`config.mk`:
```
export PLATFORM = sky130hd
export DESIGN_NAME = ief_top
export DESIGN_NICKNAME = d
export VERILOG_FILES = /design/src/rtl/ief_top.v /design/src/rtl/ief_pin_edge.v /design/src/rtl/ief_flag_bank.v
export VERILOG_INCLUDE_DIRS = /design/src /design/src/rtl
export SDC_FILE = /design/constraint.sdc
export NUM_CORES = 1
export LEC_CHECK = 0
export ABC_AREA = 1
export BUFFER_PORTS_ARGS = -buffer_cell sky130_fd_sc_hd__buf_2
export CORE_ASPECT_RATIO = 0.7
export CORE_UTILIZATION = 49
export CTS_CLUSTER_DIAMETER = 120
export CTS_CLUSTER_SIZE = 20
export DETAILED_ROUTE_END_ITERATION = 8
export GPL_ROUTABILITY_DRIVEN = 0
export HOLD_SLACK_MARGIN = 0.12
export PLACE_DENSITY = 0.75
export SLEW_MARGIN = 20
export SYNTH_ARGS = -nofsm -noshare
export SYNTH_HDL_FRONTEND = slang
export SYNTH_SLANG_ARGS = --single-unit
export TNS_END_PERCENT = 10
```
`constraint.sdc`:
```
create_clock -name CLK -period 1.3 [get_ports CLK]
set_clock_uncertainty 0.1 [all_clocks]
set_input_delay 0.26 -clock CLK [delete_from_list [all_inputs] [get_ports CLK]]
set_output_delay 0.26 -clock CLK [all_outputs]
set_load 0.02 [all_outputs]
```
`src/rtl/ief_regs.vh`:
```
// register offsets, bit positions, masks and reset values of the interrupt flag block
`ifndef IEF_REGS_VH
`define IEF_REGS_VH

// register byte offsets on the plain register port
`define IEF_ADDR_PIN_FUNC    8'hF0
`define IEF_ADDR_EDGE_SEL    8'hF2
`define IEF_ADDR_PIN_EN      8'hF3
`define IEF_ADDR_PERIPH_EN   8'hF4
`define IEF_ADDR_PIN_FLAGS   8'hF6
`define IEF_ADDR_PERIPH_FLAGS 8'hF7

// bit positions shared by enables and flags
`define IEF_BIT_TIMER_A      7
`define IEF_BIT_PIN4         4
`define IEF_BIT_PIN3         3
`define IEF_BIT_EVENT_PIN    2
`define IEF_BIT_PIN1         1
`define IEF_BIT_PIN0         0
`define IEF_BIT_DIRECT       7
`define IEF_BIT_ADC          6
`define IEF_BIT_TIMER_G      4
`define IEF_BIT_TIMER_FH     3
`define IEF_BIT_TIMER_FL     2
`define IEF_BIT_TIMER_C      1
`define IEF_BIT_EVENT_CNT    0

// implemented bits and bits that always read as one
`define IEF_MASK_PIN_FUNC    8'h1F
`define IEF_MASK_EDGE_SEL    8'h1F
`define IEF_ONES_EDGE_SEL    8'hE0
`define IEF_MASK_PIN_EN      8'h9F
`define IEF_MASK_PERIPH_EN   8'hDF
`define IEF_MASK_PIN_FLAGS   8'h9F
`define IEF_ONES_PIN_FLAGS   8'h20
`define IEF_MASK_PERIPH_FLAGS 8'hDF
`define IEF_ONES_NONE        8'h00

// reset values
`define IEF_RST_REG          8'h00
`define IEF_RST_PINS         5'h1F

`endif

```
`src/rtl/ief_top.v`:
```
// interrupt enable and request flag registers with request gating toward the core
//
// Functional notes
// enable bit 7 gates direct transfer requests; resets to 0, read/write
// enable bit 6 gates converter completion requests; resets to 0
// software writes only 0 to reserved enable bit 5; read value undefined
// enable bit 4 gates capture timer capture and overflow requests
// enable bits 3 and 2 gate timer F high and low half requests
// enable bit 1 gates up/down timer overflow and underflow requests
// enable bit 0 gates event counter requests; resets to 0
// accepting an interrupt never clears its request flag
// writing 0 clears a set flag; writing 1 has no effect
// pin flag bit 7 sets on timer A overflow; resets to 0
// software writes only 0 to reserved pin flag bit 6
// pin flag bit 5 always reads 1 and ignores writes
// pin flag bits 4 and 3 set on selected edge of enabled pins
// pin flag bits 1 and 0 set on selected edge of enabled pins
// pin flag bit 2 sets on selected edge of the event pin
// peripheral flag bit 7 sets on sleep direct transfer with transfer on
// peripheral flag bit 6 sets when conversion ends and start/busy clears
// pin flag register holds timer A, event pin and four pin flags
// each pin request reaches the core only when its enable is 1
// peripheral flag bit 1 sets on up/down timer overflow or underflow
// peripheral flag bit 0 sets on high byte, or either byte in 8-bit mode
// a set event in the same cycle as a clearing write wins
// each request line is its flag ANDed with its enable
//
// The register addresses and strobed register access were decided locally.
`timescale 1ns/10ps
`include "ief_regs.vh"
module ief_top (
	input  wire       CLK,                // system clock, 40 MHz
	input  wire       SRST,               // synchronous reset, active high
	input  wire       CE,                 // clock enable, freezes all state when low
	input  wire [7:0] ADDR,               // register byte offset
	input  wire [7:0] WDATA,              // register write data
	input  wire       WR,                 // write strobe, one cycle
	input  wire       RD,                 // read strobe, one cycle
	output wire [7:0] RDATA,              // read data, cycle after the strobe
	input  wire [4:0] EXT_IRQ_PIN,        // external pins, bit 2 is the event pin
	input  wire       TIMER_A_OVF,        // timer A counter overflow pulse
	input  wire       TIMER_G_EVT,        // capture timer capture or overflow pulse
	input  wire       TIMER_FH_EVT,       // timer F high half match or overflow pulse
	input  wire       TIMER_FL_EVT,       // timer F low half match or overflow pulse
	input  wire       UPDOWN_TIMER_EVT,   // up/down timer overflow or underflow pulse
	input  wire       EVENT_COUNT_HIGH_OVF, // event counter high byte overflow pulse
	input  wire       EVENT_COUNT_LOW_OVF,  // event counter low byte overflow pulse
	input  wire       EVENT_COUNT_16BIT,  // event counter in 16-bit mode
	input  wire       SLEEP_TRANSFER,     // pulse: sleep made a direct power-mode transfer
	input  wire       DIRECT_TRANSFER_ON, // direct transfer control bit level
	input  wire       ADC_START_BUSY,     // converter start/busy flag level
	output wire [7:0] PIN_IRQ_REQ,        // gated requests, pin flag bit layout
	output wire [7:0] PERIPH_IRQ_REQ      // gated requests, peripheral flag bit layout
);

	////////////////////////////////////////////////////////////////////////////
	// read view of a register: implemented bits plus bits fixed at one
	function [7:0] reg_view;
		input [7:0] value;
		input [7:0] mask;
		input [7:0] ones;
		begin
			reg_view = (value & mask) | ones;
		end
	endfunction

	////////////////////////////////////////////////////////////////////////////
	// configuration and enable registers
	reg  [7:0] pin_func_reg;
	reg  [7:0] edge_sel_reg;
	reg  [7:0] pin_en_reg;
	reg  [7:0] periph_en_reg;
	reg  [7:0] rdata_reg;
	reg  [7:0] rdata_next;
	reg        adc_busy_reg;

	// address decode of write strobes
	reg        wr_pin_func;
	reg        wr_edge_sel;
	reg        wr_pin_en;
	reg        wr_periph_en;
	reg        wr_pin_flags;
	reg        wr_periph_flags;

	// flag bank wiring
	wire [7:0] pin_flags;
	wire [7:0] periph_flags;
	wire [7:0] pin_set;
	wire [7:0] periph_set;
	wire [4:0] pin_edge;
	wire       adc_done;
	wire       event_cnt_ovf;
	wire       direct_done;

	////////////////////////////////////////////////////////////////////////////
	// write decode
	always @*
	begin
		wr_pin_func     = 1'b0;
		wr_edge_sel     = 1'b0;
		wr_pin_en       = 1'b0;
		wr_periph_en    = 1'b0;
		wr_pin_flags    = 1'b0;
		wr_periph_flags = 1'b0;
		if (WR)
		begin
			if (ADDR == `IEF_ADDR_PIN_FUNC)
				wr_pin_func = 1'b1;
			else if (ADDR == `IEF_ADDR_EDGE_SEL)
				wr_edge_sel = 1'b1;
			else if (ADDR == `IEF_ADDR_PIN_EN)
				wr_pin_en = 1'b1;
			else if (ADDR == `IEF_ADDR_PERIPH_EN)
				wr_periph_en = 1'b1;
			else if (ADDR == `IEF_ADDR_PIN_FLAGS)
				wr_pin_flags = 1'b1;
			else if (ADDR == `IEF_ADDR_PERIPH_FLAGS)
				wr_periph_flags = 1'b1;
		end
	end

	////////////////////////////////////////////////////////////////////////////
	// pin function select and edge select registers
	always @(posedge CLK)
	begin
		if (SRST)
		begin
			pin_func_reg <= `IEF_RST_REG;
			edge_sel_reg <= `IEF_RST_REG;
		end
		else if (CE)
		begin
			if (wr_pin_func)
				pin_func_reg <= WDATA & `IEF_MASK_PIN_FUNC;
			if (wr_edge_sel)
				edge_sel_reg <= WDATA & `IEF_MASK_EDGE_SEL;
		end
	end

	// pin enable register
	always @(posedge CLK)
	begin
		if (SRST)
			pin_en_reg <= `IEF_RST_REG;
		else if (CE && wr_pin_en)
			pin_en_reg <= WDATA & `IEF_MASK_PIN_EN;
	end

	// peripheral enable register; the reserved bit is not stored
	always @(posedge CLK)
	begin
		if (SRST)
			periph_en_reg <= `IEF_RST_REG;
		else if (CE && wr_periph_en)
			periph_en_reg <= WDATA & `IEF_MASK_PERIPH_EN;
	end

	////////////////////////////////////////////////////////////////////////////
	// external pin synchronisation and edge detection
	ief_pin_edge #(
		.W        (5)
	) u_pin_edge (
		.CLK      (CLK),
		.SRST     (SRST),
		.CE       (CE),
		.PIN      (EXT_IRQ_PIN),
		.RISE_SEL (edge_sel_reg[4:0]),
		.EDGE     (pin_edge)
	);

	// previous start/busy level, to see its fall at conversion end
	always @(posedge CLK)
	begin
		if (SRST)
			adc_busy_reg <= 1'b0;
		else if (CE)
			adc_busy_reg <= ADC_START_BUSY;
	end

	////////////////////////////////////////////////////////////////////////////
	// set events of the pin flag register
	assign pin_set[`IEF_BIT_TIMER_A]   = TIMER_A_OVF;
	assign pin_set[6:5]                = 2'b00;
	assign pin_set[`IEF_BIT_PIN4]      = pin_edge[4] & pin_func_reg[4];
	assign pin_set[`IEF_BIT_PIN3]      = pin_edge[3] & pin_func_reg[3];
	assign pin_set[`IEF_BIT_EVENT_PIN] = pin_edge[2] & pin_func_reg[2];
	assign pin_set[`IEF_BIT_PIN1]      = pin_edge[1] & pin_func_reg[1];
	assign pin_set[`IEF_BIT_PIN0]      = pin_edge[0] & pin_func_reg[0];

	// set events of the peripheral flag register
	assign direct_done   = SLEEP_TRANSFER & DIRECT_TRANSFER_ON;
	assign adc_done      = adc_busy_reg & ~ADC_START_BUSY;
	assign event_cnt_ovf = EVENT_COUNT_HIGH_OVF | (~EVENT_COUNT_16BIT & EVENT_COUNT_LOW_OVF);

	assign periph_set[`IEF_BIT_DIRECT]    = direct_done;
	assign periph_set[`IEF_BIT_ADC]       = adc_done;
	assign periph_set[5]                  = 1'b0;
	assign periph_set[`IEF_BIT_TIMER_G]   = TIMER_G_EVT;
	assign periph_set[`IEF_BIT_TIMER_FH]  = TIMER_FH_EVT;
	assign periph_set[`IEF_BIT_TIMER_FL]  = TIMER_FL_EVT;
	assign periph_set[`IEF_BIT_TIMER_C]   = UPDOWN_TIMER_EVT;
	assign periph_set[`IEF_BIT_EVENT_CNT] = event_cnt_ovf;

	////////////////////////////////////////////////////////////////////////////
	// sticky flag registers
	ief_flag_bank #(
		.W     (8),
		.MASK  (`IEF_MASK_PIN_FLAGS)
	) u_pin_flags (
		.CLK   (CLK),
		.SRST  (SRST),
		.CE    (CE),
		.SET   (pin_set),
		.WR    (wr_pin_flags),
		.WDATA (WDATA),
		.FLAGS (pin_flags)
	);

	ief_flag_bank #(
		.W     (8),
		.MASK  (`IEF_MASK_PERIPH_FLAGS)
	) u_periph_flags (
		.CLK   (CLK),
		.SRST  (SRST),
		.CE    (CE),
		.SET   (periph_set),
		.WR    (wr_periph_flags),
		.WDATA (WDATA),
		.FLAGS (periph_flags)
	);

	////////////////////////////////////////////////////////////////////////////
	// pin request lines: each flag ANDed with its own enable
	assign PIN_IRQ_REQ[`IEF_BIT_TIMER_A]   = pin_flags[`IEF_BIT_TIMER_A]
		& pin_en_reg[`IEF_BIT_TIMER_A];
	assign PIN_IRQ_REQ[6:5]                = 2'b00;
	assign PIN_IRQ_REQ[`IEF_BIT_PIN4]      = pin_flags[`IEF_BIT_PIN4]
		& pin_en_reg[`IEF_BIT_PIN4];
	assign PIN_IRQ_REQ[`IEF_BIT_PIN3]      = pin_flags[`IEF_BIT_PIN3]
		& pin_en_reg[`IEF_BIT_PIN3];
	assign PIN_IRQ_REQ[`IEF_BIT_EVENT_PIN] = pin_flags[`IEF_BIT_EVENT_PIN]
		& pin_en_reg[`IEF_BIT_EVENT_PIN];
	assign PIN_IRQ_REQ[`IEF_BIT_PIN1]      = pin_flags[`IEF_BIT_PIN1]
		& pin_en_reg[`IEF_BIT_PIN1];
	assign PIN_IRQ_REQ[`IEF_BIT_PIN0]      = pin_flags[`IEF_BIT_PIN0]
		& pin_en_reg[`IEF_BIT_PIN0];

	// peripheral request lines: each flag ANDed with its own enable
	assign PERIPH_IRQ_REQ[`IEF_BIT_DIRECT]    = periph_flags[`IEF_BIT_DIRECT]
		& periph_en_reg[`IEF_BIT_DIRECT];
	assign PERIPH_IRQ_REQ[`IEF_BIT_ADC]       = periph_flags[`IEF_BIT_ADC]
		& periph_en_reg[`IEF_BIT_ADC];
	assign PERIPH_IRQ_REQ[5]                  = 1'b0;
	assign PERIPH_IRQ_REQ[`IEF_BIT_TIMER_G]   = periph_flags[`IEF_BIT_TIMER_G]
		& periph_en_reg[`IEF_BIT_TIMER_G];
	assign PERIPH_IRQ_REQ[`IEF_BIT_TIMER_FH]  = periph_flags[`IEF_BIT_TIMER_FH]
		& periph_en_reg[`IEF_BIT_TIMER_FH];
	assign PERIPH_IRQ_REQ[`IEF_BIT_TIMER_FL]  = periph_flags[`IEF_BIT_TIMER_FL]
		& periph_en_reg[`IEF_BIT_TIMER_FL];
	assign PERIPH_IRQ_REQ[`IEF_BIT_TIMER_C]   = periph_flags[`IEF_BIT_TIMER_C]
		& periph_en_reg[`IEF_BIT_TIMER_C];
	assign PERIPH_IRQ_REQ[`IEF_BIT_EVENT_CNT] = periph_flags[`IEF_BIT_EVENT_CNT]
		& periph_en_reg[`IEF_BIT_EVENT_CNT];

	////////////////////////////////////////////////////////////////////////////
	// read views: stored bits plus the bits that always read as one
	wire [7:0] pin_func_view;
	wire [7:0] edge_sel_view;
	wire [7:0] pin_en_view;
	wire [7:0] periph_en_view;
	wire [7:0] pin_flags_view;
	wire [7:0] periph_flags_view;

	assign pin_func_view     = reg_view(pin_func_reg, `IEF_MASK_PIN_FUNC, `IEF_ONES_NONE);
	assign edge_sel_view     = reg_view(edge_sel_reg, `IEF_MASK_EDGE_SEL, `IEF_ONES_EDGE_SEL);
	assign pin_en_view       = reg_view(pin_en_reg, `IEF_MASK_PIN_EN, `IEF_ONES_NONE);
	assign periph_en_view    = reg_view(periph_en_reg, `IEF_MASK_PERIPH_EN, `IEF_ONES_NONE);
	assign pin_flags_view    = reg_view(pin_flags, `IEF_MASK_PIN_FLAGS, `IEF_ONES_PIN_FLAGS);
	assign periph_flags_view = reg_view(periph_flags, `IEF_MASK_PERIPH_FLAGS, `IEF_ONES_NONE);

	// read multiplexer; unmapped offsets read as zero
	always @*
	begin
		rdata_next = 8'h00;
		if (ADDR == `IEF_ADDR_PIN_FUNC)
			rdata_next = pin_func_view;
		else if (ADDR == `IEF_ADDR_EDGE_SEL)
			rdata_next = edge_sel_view;
		else if (ADDR == `IEF_ADDR_PIN_EN)
			rdata_next = pin_en_view;
		else if (ADDR == `IEF_ADDR_PERIPH_EN)
			rdata_next = periph_en_view;
		else if (ADDR == `IEF_ADDR_PIN_FLAGS)
			rdata_next = pin_flags_view;
		else if (ADDR == `IEF_ADDR_PERIPH_FLAGS)
			rdata_next = periph_flags_view;
	end

	// read data register: valid only in the cycle after the strobe
	always @(posedge CLK)
	begin
		if (SRST)
			rdata_reg <= 8'h00;
		else if (CE)
			rdata_reg <= RD ? rdata_next : 8'h00;
	end

	assign RDATA = rdata_reg;

endmodule

```
`src/rtl/ief_pin_edge.v`:
```
// pin synchroniser and selectable edge detector for external interrupt pins
`timescale 1ns/10ps
module ief_pin_edge #(
	parameter W = 5
) (
	input  wire         CLK,      // system clock
	input  wire         SRST,     // synchronous reset, active high
	input  wire         CE,       // clock enable, freezes state when low
	input  wire [W-1:0] PIN,      // raw pin levels from outside
	input  wire [W-1:0] RISE_SEL, // 1 selects rising edge, 0 falling
	output wire [W-1:0] EDGE      // one-cycle pulse on the selected edge
);

	reg [W-1:0] s1_reg;
	reg [W-1:0] s2_reg;
	reg [W-1:0] s3_reg;
	reg [W-1:0] stable_reg;
	wire [W-1:0] agree;
	wire [W-1:0] change;

	// three-stage synchroniser; a change counts once stages two and three agree
	always @(posedge CLK)
	begin
		if (SRST)
		begin
			s1_reg     <= {W{1'b1}};
			s2_reg     <= {W{1'b1}};
			s3_reg     <= {W{1'b1}};
			stable_reg <= {W{1'b1}};
		end
		else if (CE)
		begin
			s1_reg <= PIN;
			s2_reg <= s1_reg;
			s3_reg <= s2_reg;
			stable_reg <= (agree & s3_reg) | (~agree & stable_reg);
		end
	end

	// edge qualified by the agreed level and the selected direction
	assign agree  = ~(s2_reg ^ s3_reg);
	assign change = agree & (s3_reg ^ stable_reg);
	assign EDGE   = CE ? (change & ~(s3_reg ^ RISE_SEL)) : {W{1'b0}};

endmodule

```
`src/rtl/ief_flag_bank.v`:
```
// bank of sticky request flags, set by events and cleared by writing zero
`timescale 1ns/10ps
module ief_flag_bank #(
	parameter       W    = 8,
	parameter [7:0] MASK = 8'hFF
) (
	input  wire         CLK,   // system clock
	input  wire         SRST,  // synchronous reset, active high
	input  wire         CE,    // clock enable
	input  wire [W-1:0] SET,   // one-cycle set events per flag
	input  wire         WR,    // write strobe for this bank
	input  wire [W-1:0] WDATA, // write data, zero bits clear
	output wire [W-1:0] FLAGS  // current flags
);

	reg  [W-1:0] flags_reg;
	wire [W-1:0] clr;
	wire [W-1:0] flags_next;

	// a written zero clears, a written one is ignored; set beats clear
	assign clr        = WR ? ~WDATA : {W{1'b0}};
	assign flags_next = ((flags_reg & ~clr) | SET) & MASK[W-1:0];

	// flags only change by events or writes, never by acceptance
	always @(posedge CLK)
	begin
		if (SRST)
			flags_reg <= {W{1'b0}};
		else if (CE)
			flags_reg <= flags_next;
	end

	assign FLAGS = flags_reg;

endmodule

```
==> results.json, run 1 <==
{
  "status": "finished, violations left",
  "violations": "setup timing",
  "path_class": "flop to output port",
  "dp_slack_ps": -269,
  "placed_cells": 585,
  "cp.required_ps": 940,
  "area.growth.synth_to_final_pct": 32.6,
  "post_dp_cell_area_um2": 3650,
  "die_h_um": 68.5,
  "path_cells": "nand2_2 > inv_1 > buf_4",
  "grt-ovfl-total": 0,
  "grt_pass1_vias": 3069,
  "max_freq_mhz": 760,
  "grt_max_degree": 29,
  "antenna_found_initial": 0,
  "crit_buf_inv": 2,
  "first_pass_iters": 5,
  "cts_inserted_buffers": 9,
  "drive_above_1_share_pct": 30.5,
  "yosysWarnings": 0,
  "setup_violations": 1,
  "place_hpwl_um": 5830,
  "viasPerCell": 5.24,
  "cp-end-kind": "output port",
  "wl_um": 8350,
  "cts_root_buffer": "clkbuf_8",
  "core_um2": 5900,
  "cts.path.max_buffers": 2,
  "mostFrequentLayoutCells": "nand2_1 (94), a21oi_1 (55), inv_1 (52)",
  "syn_area_per_cell_um2": 6.98,
  "largest_reg_flops": 8,
  "rsz0062_at_grt": "true",
  "syn-cell-area_um2": 3090,
  "worstPathArrival_ps": 960,
  "clock-sinks": 65,
  "ant_nets": 0,
  "synthCells": 443,
  "ir_drop_uv": 695,
  "synth-seq-cells": 65,
  "start_util_pct": 52.4,
  "io_buffer_count": 56,
  "p_leak_nw": 1.95,
  "crit_fanout": 3,
  "fin_crit_sh_pct": 101,
  "die-width_um": 97.0,
  "gr-usage-all-layers_pct": 26.5,
  "synth_ff_type": "dfxtp_1",
  "clk_pin_slew_ps": 70,
  "layout.cells.non_filler": 616,
  "routedWlPerCell_um": 13.6,
  "setup_ws_ps": -15.9,
  "htree_levels": 3,
  "slowest_delay_ps": 350,
  "drv_cap": 0,
  "async_reset_ff_share_pct": 0,
  "insertion_delay_ps": 340,
  "grt_pass1_wl_um": 13800,
  "diodes": 0,
  "final_common_cell": "nand2_1",
  "cts_tree": "done",
  "hold_violations": 0,
  "rows": 23,
  "synth_cell_types": 28,
  "tns_ps": -15.9,
  "period_minus_slack_ps": 1320,
  "finalNetCount": 574,
  "die-area_um2": 6640,
  "cp_slowest_cell": "dfxtp_2",
  "vias": 3229,
  "maxSlewViolCount": 0,
  "first_iter_violations": 200,
  "yosysSeqAreaShare_pct": 42.1,
  "synth_edf_count": 0,
  "critPathLaunchType": "flop",
  "p_per_area_nw_per_um2": 1020,
  "drc_errors": 0,
  "hp-class": "input pin to flop",
  "path_delay_family": "flip-flops",
  "ios": 61,
  "fin_area_um2": 4100
}
[what timing repair did]
action                                  4_1_cts  5_1_grt
resized for setup                            22       37
endpoints found under the setup margin       12       18
pin swaps                                     0        4
setup buffers                                 0        2
hold buffers                                 14        0
endpoints found under the hold margin        14        0
[path summary, 6_finish.rpt]
path                            cells past startpoint               startpoint  slack, ps              endpoint
worst max-delay path                                3  u_periph_flags.FLAGS[1]        -20     PERIPH_IRQ_REQ[1]
worst min-delay path                                3                 WDATA[6]        140      periph_en_reg[6]
worst max register to register                      4     u_pin_edge.s2_reg[0]         70  u_pin_flags.FLAGS[0]
worst min register to register                      2     u_pin_edge.s1_reg[1]        360  u_pin_edge.s1_reg[1]
[cell usage after synthesis (2+ instances only)]
| library cell | instances | area [um2] |
|---|---|---|
| a21oi_1 | 57 | 285 |
| buf_2 | 3 | 15.0 |
| buf_4 | 3 | 22.5 |
| buf_6 | 2 | 22.5 |
| clkbuf_1 | 11 | 41.3 |
| dfxtp_1 | 65 | 1300 |
| inv_1 | 56 | 210 |
| nand2_1 | 101 | 379 |
| nand2_2 | 5 | 31.3 |
| nand3_1 | 33 | 165 |
| nand3_2 | 2 | 20.0 |
| nand4_1 | 2 | 12.5 |
| nor2_1 | 17 | 63.8 |
| nor2_4 | 5 | 56.3 |
| nor3_1 | 2 | 10.0 |
| o21ai_0 | 47 | 235 |
| o21ai_1 | 6 | 30.0 |
| o22ai_1 | 4 | 25.0 |
| o31ai_1 | 4 | 30.0 |
| or2_2 | 10 | 62.6 |
[tightest hold or removal path, stage by stage]
cell	delay, ps
buf_2	100
o21ai_0	80
a21oi_1	100
[area by class of cell]
| cell class | count | area, um2 |
|---|---|---|
| Timing Repair Buffer | 100 | 758 |
| Clock buffer | 11 | 131 |
| Clock inverter | 4 | 45.0 |
| Multi-Input combinational cell | 303 | 1520 |
| Inverter | 58 | 218 |
| Sequential cell | 65 | 1330 |
| Fill cell | 511 | 1800 |
| Tap cell | 75 | 93.8 |
[metal layers]
| metal | up-vias | wire (um) | track usage [%] |
|---|---|---|---|
| li1 | 1623 | - | - |
| met1 | 1469 | 3680 | 32.7 |
| met2 | 125 | 3950 | 48.0 |
| met3 | 12 | 611 | 5.41 |
| met4 | 0 | 104 | 7.28 |
| met5 | - | 0 | 0 |
[kinds of logic after synthesis]
group | Yosys count | share of synthesized area, %
AO/OA/AOI/OAI | 119 | 19.8
AND/OR/NAND/NOR | 181 | 27.7
other | 1 | 0.121
flip-flops | 65 | 42.1
buffers and inverters | 77 | 10.3
[power by group]
part           switching, mW  total, mW  leakage, nW  internal (mW)
clock network          0.739       1.61       0.0929          0.867
registers             0.0411       2.10        0.542           2.06
logic                  0.255      0.462         1.32          0.206
[through the flow]
stage | power (mW) | util (%) | hold slack, ps
after floorplan | 2.37 | - | 286
after CTS | 4.17 | 67.7 | 126
after detailed placement | 2.56 | 61.8 | 346
after global routing | 4.33 | 69.5 | 149
final | 4.16 | 69.5 | 138
after global placement | 2.54 | 61.8 | 339
Power figures use the tool's default switching activity.
==> run 2, diff against run 1 <==
--- a/config.mk
+++ b/config.mk
@@ -16,6 +16,7 @@
 export GPL_ROUTABILITY_DRIVEN = 0
 export HOLD_SLACK_MARGIN = 0.12
 export PLACE_DENSITY = 0.75
+export SKIP_CTS_REPAIR_TIMING = 1
 export SLEW_MARGIN = 20
 export SYNTH_ARGS = -nofsm -noshare
 export SYNTH_HDL_FRONTEND = slang
==> run 2 against run 1 <==
Compared with the run above: the flow now finishes without violations; non-clock buffer count is 3 lower; cell count is 0.49% lower; first-iteration DRC count is 18% lower; via count is 0.81% lower; core utilization is 0.36 points lower; clock power hardly changed; combinational power is 2% lower; clock-buffer cell count stayed put; setup slack better by 20 ps; power is 0.14% lower; cell area is 0.52% lower; register-to-register slack hardly changed; largest cell class unchanged.
==> results.json, run 2 (same netlist as run 1, synthesis figures left out) <==
{
  "cts_tree": "done",
  "htree_levels": 3,
  "path_cells": "nand2_2 > inv_1 > buf_6",
  "report.power.total_mw": 4.16,
  "grt_pass1_wl_um": 13400,
  "cts_inserted_buffers": 9,
  "first_pass_iters": 5,
  "setup_violations": 0,
  "antenna_found_initial": 0,
  "finalNetCount": 571,
  "path_class": "flop to output port",
  "io_buffer_count": 56,
  "rrSetupSlack_ps": 70,
  "gr-usage-all-layers_pct": 25.8,
  "drc_errors": 0,
  "status": "complete, no violations",
  "fin_crit_sh_pct": 99.7,
  "vias": 3203,
  "whs_ps": 114,
  "wl_um": 8250,
  "crit_cells": 3,
  "grt_pass1_vias": 2960,
  "clk_pin_slew_ps": 70,
  "die_h_um": 68.5,
  "grt-ovfl-total": 0,
  "path_delay_family": "flip-flops",
  "p_leak_nw": 1.94,
  "mostFrequentLayoutCells": "nand2_1 (94), a21oi_1 (55), inv_1 (52)",
  "routedWlPerCell_um": 13.5,
  "crit_buf_inv": 2,
  "first_iter_violations": 165,
  "area.growth.synth_to_final_pct": 31.9,
  "rr_startpoint": "u_pin_edge.s2_reg[0]",
  "ios": 61,
  "cp-end-kind": "output port",
  "ir_drop_uv": 693,
  "maxSlewViolCount": 0,
  "max_freq_mhz": 772,
  "start_util_pct": 52.4,
  "final_common_cell": "nand2_1",
  "rows": 23,
  "place_hpwl_um": 5830,
  "core_um2": 5900,
  "clock-sinks": 65,
  "ant_nets": 0,
  "cp_slowest_cell": "dfxtp_2",
  "largest_reg_flops": 8,
  "setup_ws_ps": 4.03,
  "cts_root_buffer": "clkbuf_8",
  "worstPathArrival_ps": 940,
  "diodes": 0,
  "die-area_um2": 6640,
  "drive_above_1_share_pct": 30.3,
  "viasPerCell": 5.23,
  "grt_max_degree": 29,
  "rsz0062_at_grt": "true",
  "hp-class": "input pin to flop",
  "rr_worst_depth": 4,
  "hold_violations": 0,
  "drv_cap": 0,
  "slowest_delay_ps": 340,
  "cp.required_ps": 940,
  "num-fill-cells": 513,
  "crit_start": "u_periph_flags.FLAGS[1]",
  "insertion_delay_ps": 340,
  "cts.path.max_buffers": 2,
  "p_per_area_nw_per_um2": 1020,
  "critPathLaunchType": "flop",
  "period_minus_slack_ps": 1300,
  "cp-endpoint": "PERIPH_IRQ_REQ[1]",
  "dp_slack_ps": -269,
  "crit_fanout": 3,
  "die-width_um": 97.0,
  "r2r_end": "u_pin_flags.FLAGS[0]"
}
-- run 2: cell count changes in the layout (fill, tap and decap cells not counted) --
cell,previous run,this run
dlygate4sd3_1,14,12
dfxtp_1,40,41
buf_4,31,28
buf_6,8,10
dfxtp_2,25,24
-- run 2: how the worst min path moves through the flow --
stage / from / endpoint / slack [ps] / cells after the start
2_1_floorplan: EXT_IRQ_PIN[0] / u_pin_edge.s1_reg[0] / 290 / 2
3_3_place_gp: u_pin_edge.s1_reg[2] / u_pin_edge.s1_reg[2] / 340 / 2
3_5_place_dp: u_pin_edge.s1_reg[1] / u_pin_edge.s1_reg[1] / 350 / 2
4_1_cts: EXT_IRQ_PIN[2] / u_pin_edge.s1_reg[2] / 30 / 3
5_1_grt: WDATA[7] / pin_en_reg[7] / 140 / 3
6_report: WDATA[7] / pin_en_reg[7] / 110 / 3
-- run 2: cell type report --
cell class	instances	area [um2]	share of cell area (%)
Clock inverter	4	45.0	1.10
Clock buffer	11	131	3.22
Multi-Input combinational cell	303	1520	37.3
Tap cell	75	93.8	2.30
Sequential cell	65	1330	32.6
Inverter	58	218	5.34
Timing Repair Buffer	97	738	18.1
-- run 2: through the flow --
stage | util [%] | instances | area (um2) | TNS, ps
3_5_place_dp | 61.8 | 585 | 3650 | -8260
5_1_grt | 69.1 | 613 | 4080 | -159
2_1_floorplan | - | 445 | 3110 | -6.88
4_1_cts | 64.8 | 600 | 3820 | -303
6_report | 69.1 | 613 | 4080 | 0
3_3_place_gp | 61.8 | 585 | 3650 | -6960
-- run 2: layer usage --
| metal | vias to the layer above | global-route usage [%] | part of all wire, % |
|---|---|---|---|
| met2 | 123 | 45.8 | 47 |
| met3 | 13 | 5.41 | 7.3 |
| li1 | 1621 | - | - |
| met4 | 0 | 6.53 | 1.2 |
| met5 | - | 0 | 0 |
| met1 | 1446 | 32.6 | 44 |
-- run 2: power breakdown --
part	internal [mW]	switching [mW]	total, mW
logic	0.200	0.254	0.453
clock network	0.867	0.741	1.61
registers	2.06	0.0415	2.10
-- run 2: worst min-delay path, delay by kind of cell --
family | cells | cell delay [ps]
AOI/OAI and AO/OA | 2 | 160
buffers and inverters | 1 | 90
==> run 3, diff against run 2 <==
--- a/config.mk
+++ b/config.mk
@@ -16,6 +16,7 @@
 export GPL_ROUTABILITY_DRIVEN = 0
 export HOLD_SLACK_MARGIN = 0.12
 export PLACE_DENSITY = 0.75
+export REMOVE_ABC_BUFFERS = 1
 export SKIP_CTS_REPAIR_TIMING = 1
 export SLEW_MARGIN = 20
 export SYNTH_ARGS = -nofsm -noshare
==> constraint.sdc (replaced) <==
create_clock -name CLK -period 1.3 [get_ports CLK]
set_clock_uncertainty 0.1 [all_clocks]
set_input_delay 0.195 -clock CLK [delete_from_list [all_inputs] [get_ports CLK]]
set_output_delay 0.195 -clock CLK [all_outputs]
set_load 0.02 [all_outputs]
==> run 3 against run 2 <==
Compared with the run above: sequential share of layout area is essentially flat; power down 3.0%; die area did not move; clock-buffer cell count fell by 1; highest routed layer unchanged; critical path type unchanged; combinational power increased by 3%; largest cell class unchanged; global-route usage hardly changed; via count up 0.72%; routed wire length rose by 2.1%; hold slack lost 27 ps; largest power group unchanged; fmax grew 0.54%; critical path depth did not move.
==> results.json, run 3 (same netlist as run 1, synthesis figures left out) <==
{
  "drv_cap": 0,
  "drc_errors": 0,
  "final_common_cell": "nand2_1",
  "clock-sinks": 65,
  "routedWlPerCell_um": 13.5,
  "path_class": "flop to output port",
  "grt-ovfl-total": 0,
  "drive_above_1_share_pct": 27.5,
  "hold_violations": 0,
  "io_buffer_count": 56,
  "crit_fanout": 3,
  "rsz0062_at_grt": "true",
  "die-area_um2": 6640,
  "slowest_delay_ps": 370,
  "ios": 61,
  "r2r_end": "u_pin_flags.FLAGS[0]",
  "ant_nets": 0,
  "core_um2": 5900,
  "first_iter_violations": 229,
  "diodes": 0,
  "hp-class": "input pin to flop",
  "p_per_area_nw_per_um2": 996,
  "min_path_cells": 3,
  "fin_area_um2": 4050,
  "finalNetCount": 582,
  "cts_tree": "done",
  "critPathLaunchType": "flop",
  "gr-usage-all-layers_pct": 25.7,
  "post_dp_cell_area_um2": 3630,
  "rows": 23,
  "wl_um": 8430,
  "cts_inserted_buffers": 9,
  "path_cells": "nand2_1 > inv_1 > buf_2",
  "fin_crit_sh_pct": 99.2,
  "first_pass_iters": 5,
  "clk_pin_slew_ps": 70,
  "maxSlewViolCount": 0,
  "rrSetupSlack_ps": 100,
  "rr_startpoint": "u_pin_edge.s2_reg[0]",
  "whs_ps": 87.2,
  "rr_worst_depth": 4,
  "place_hpwl_um": 5970,
  "worstPathArrival_ps": 990,
  "dp_slack_ps": -324,
  "largest_reg_flops": 8,
  "grt_pass1_wl_um": 13100,
  "cp-end-kind": "output port",
  "die_h_um": 68.5,
  "grt_max_degree": 38,
  "period_minus_slack_ps": 1290,
  "setup_violations": 0,
  "ir_drop_uv": 659,
  "cts.path.max_buffers": 2,
  "viasPerCell": 5.17,
  "htree_levels": 3,
  "cp_slowest_cell": "dfxtp_1",
  "setup_ws_ps": 11.0,
  "area.growth.synth_to_final_pct": 30.9,
  "max_freq_mhz": 776,
  "cp.required_ps": 1000,
  "holdPathEnd": "edge_sel_reg[3]",
  "mostFrequentLayoutCells": "nand2_1 (99), a21oi_1 (57), inv_1 (55)",
  "p_leak_nw": 1.94,
  "antenna_found_initial": 0,
  "grt_pass1_vias": 2853,
  "hp-start": "WDATA[3]",
  "report.power.total_mw": 4.03,
  "status": "complete, no violations",
  "cts_root_buffer": "clkbuf_8",
  "die-width_um": 97.0,
  "vias": 3226,
  "start_util_pct": 52.4,
  "num-fill-cells": 517,
  "insertion_delay_ps": 350
}
[run 3: cell types whose count changed in the layout (fill, tap and decap cells not counted), sizes merged]
cell | before | now
bufinv | 1 | 0
clkinvlp | 0 | 2
dlygate4sd3 | 12 | 20
clkbuf | 11 | 10
buf | 85 | 88
[run 3: final cells by class]
| class | instances | area (um2) | area share [%] |
|---|---|---|---|
| sequential | 65 | 1320 | 32.7 |
| inverter | 58 | 218 | 5.38 |
| clock inverter | 5 | 33.8 | 0.834 |
| clock buffer | 10 | 128 | 3.15 |
| timing repair buffer | 108 | 757 | 18.7 |
| multi-input combinational | 303 | 1500 | 37.0 |
| tap | 75 | 93.8 | 2.32 |
[run 3: worst max path at each step]
stage | startpoint | to | slack [ps]
after floorplan | ADDR[6] | RDATA[4] | -30
after global placement | ADDR[6] | u_pin_flags.FLAGS[7] | -200
after detailed placement | ADDR[6] | u_pin_flags.FLAGS[7] | -320
after CTS | u_periph_flags.FLAGS[1] | PERIPH_IRQ_REQ[1] | -10
after global routing | u_periph_flags.FLAGS[2] | PERIPH_IRQ_REQ[2] | -30
final | u_pin_flags.FLAGS[1] | PIN_IRQ_REQ[1] | 10
[run 3: through the flow]
stage	util, %	instances	setup TNS (ps)
finish	68.7	624	0
global route	68.7	624	-83.2
CTS	64.2	604	-10.8
detailed placement	61.5	589	-7140
global placement	61.5	589	-5820
floorplan	-	426	-300
[run 3: routing by layer]
metal | vias up | share of wire, % | track usage (%)
li1 | 1636 | - | -
met1 | 1457 | 46 | 33.5
met2 | 121 | 46 | 42.3
met3 | 12 | 7.4 | 7.05
met4 | 0 | 1.2 | 7.65
met5 | - | 0 | 0
[run 3: worst max-delay path: cells and delay by family, from the launching register on]
kind / cells / cell delay (ps)
DFF: 1 / 370
and+or+nand+nor: 1 / 80
buffers and inverters: 2 / 200
[run 3: where the power goes]
| group | switching, mW | total, mW | internal (mW) | leakage (nW) |
|---|---|---|---|---|
| logic | 0.258 | 0.468 | 0.210 | 1.33 |
| registers | 0.0457 | 2.10 | 2.05 | 0.538 |
| clock network | 0.789 | 1.47 | 0.677 | 0.0781 |
| total | 1.09 | 4.03 | 2.94 | 1.94 |
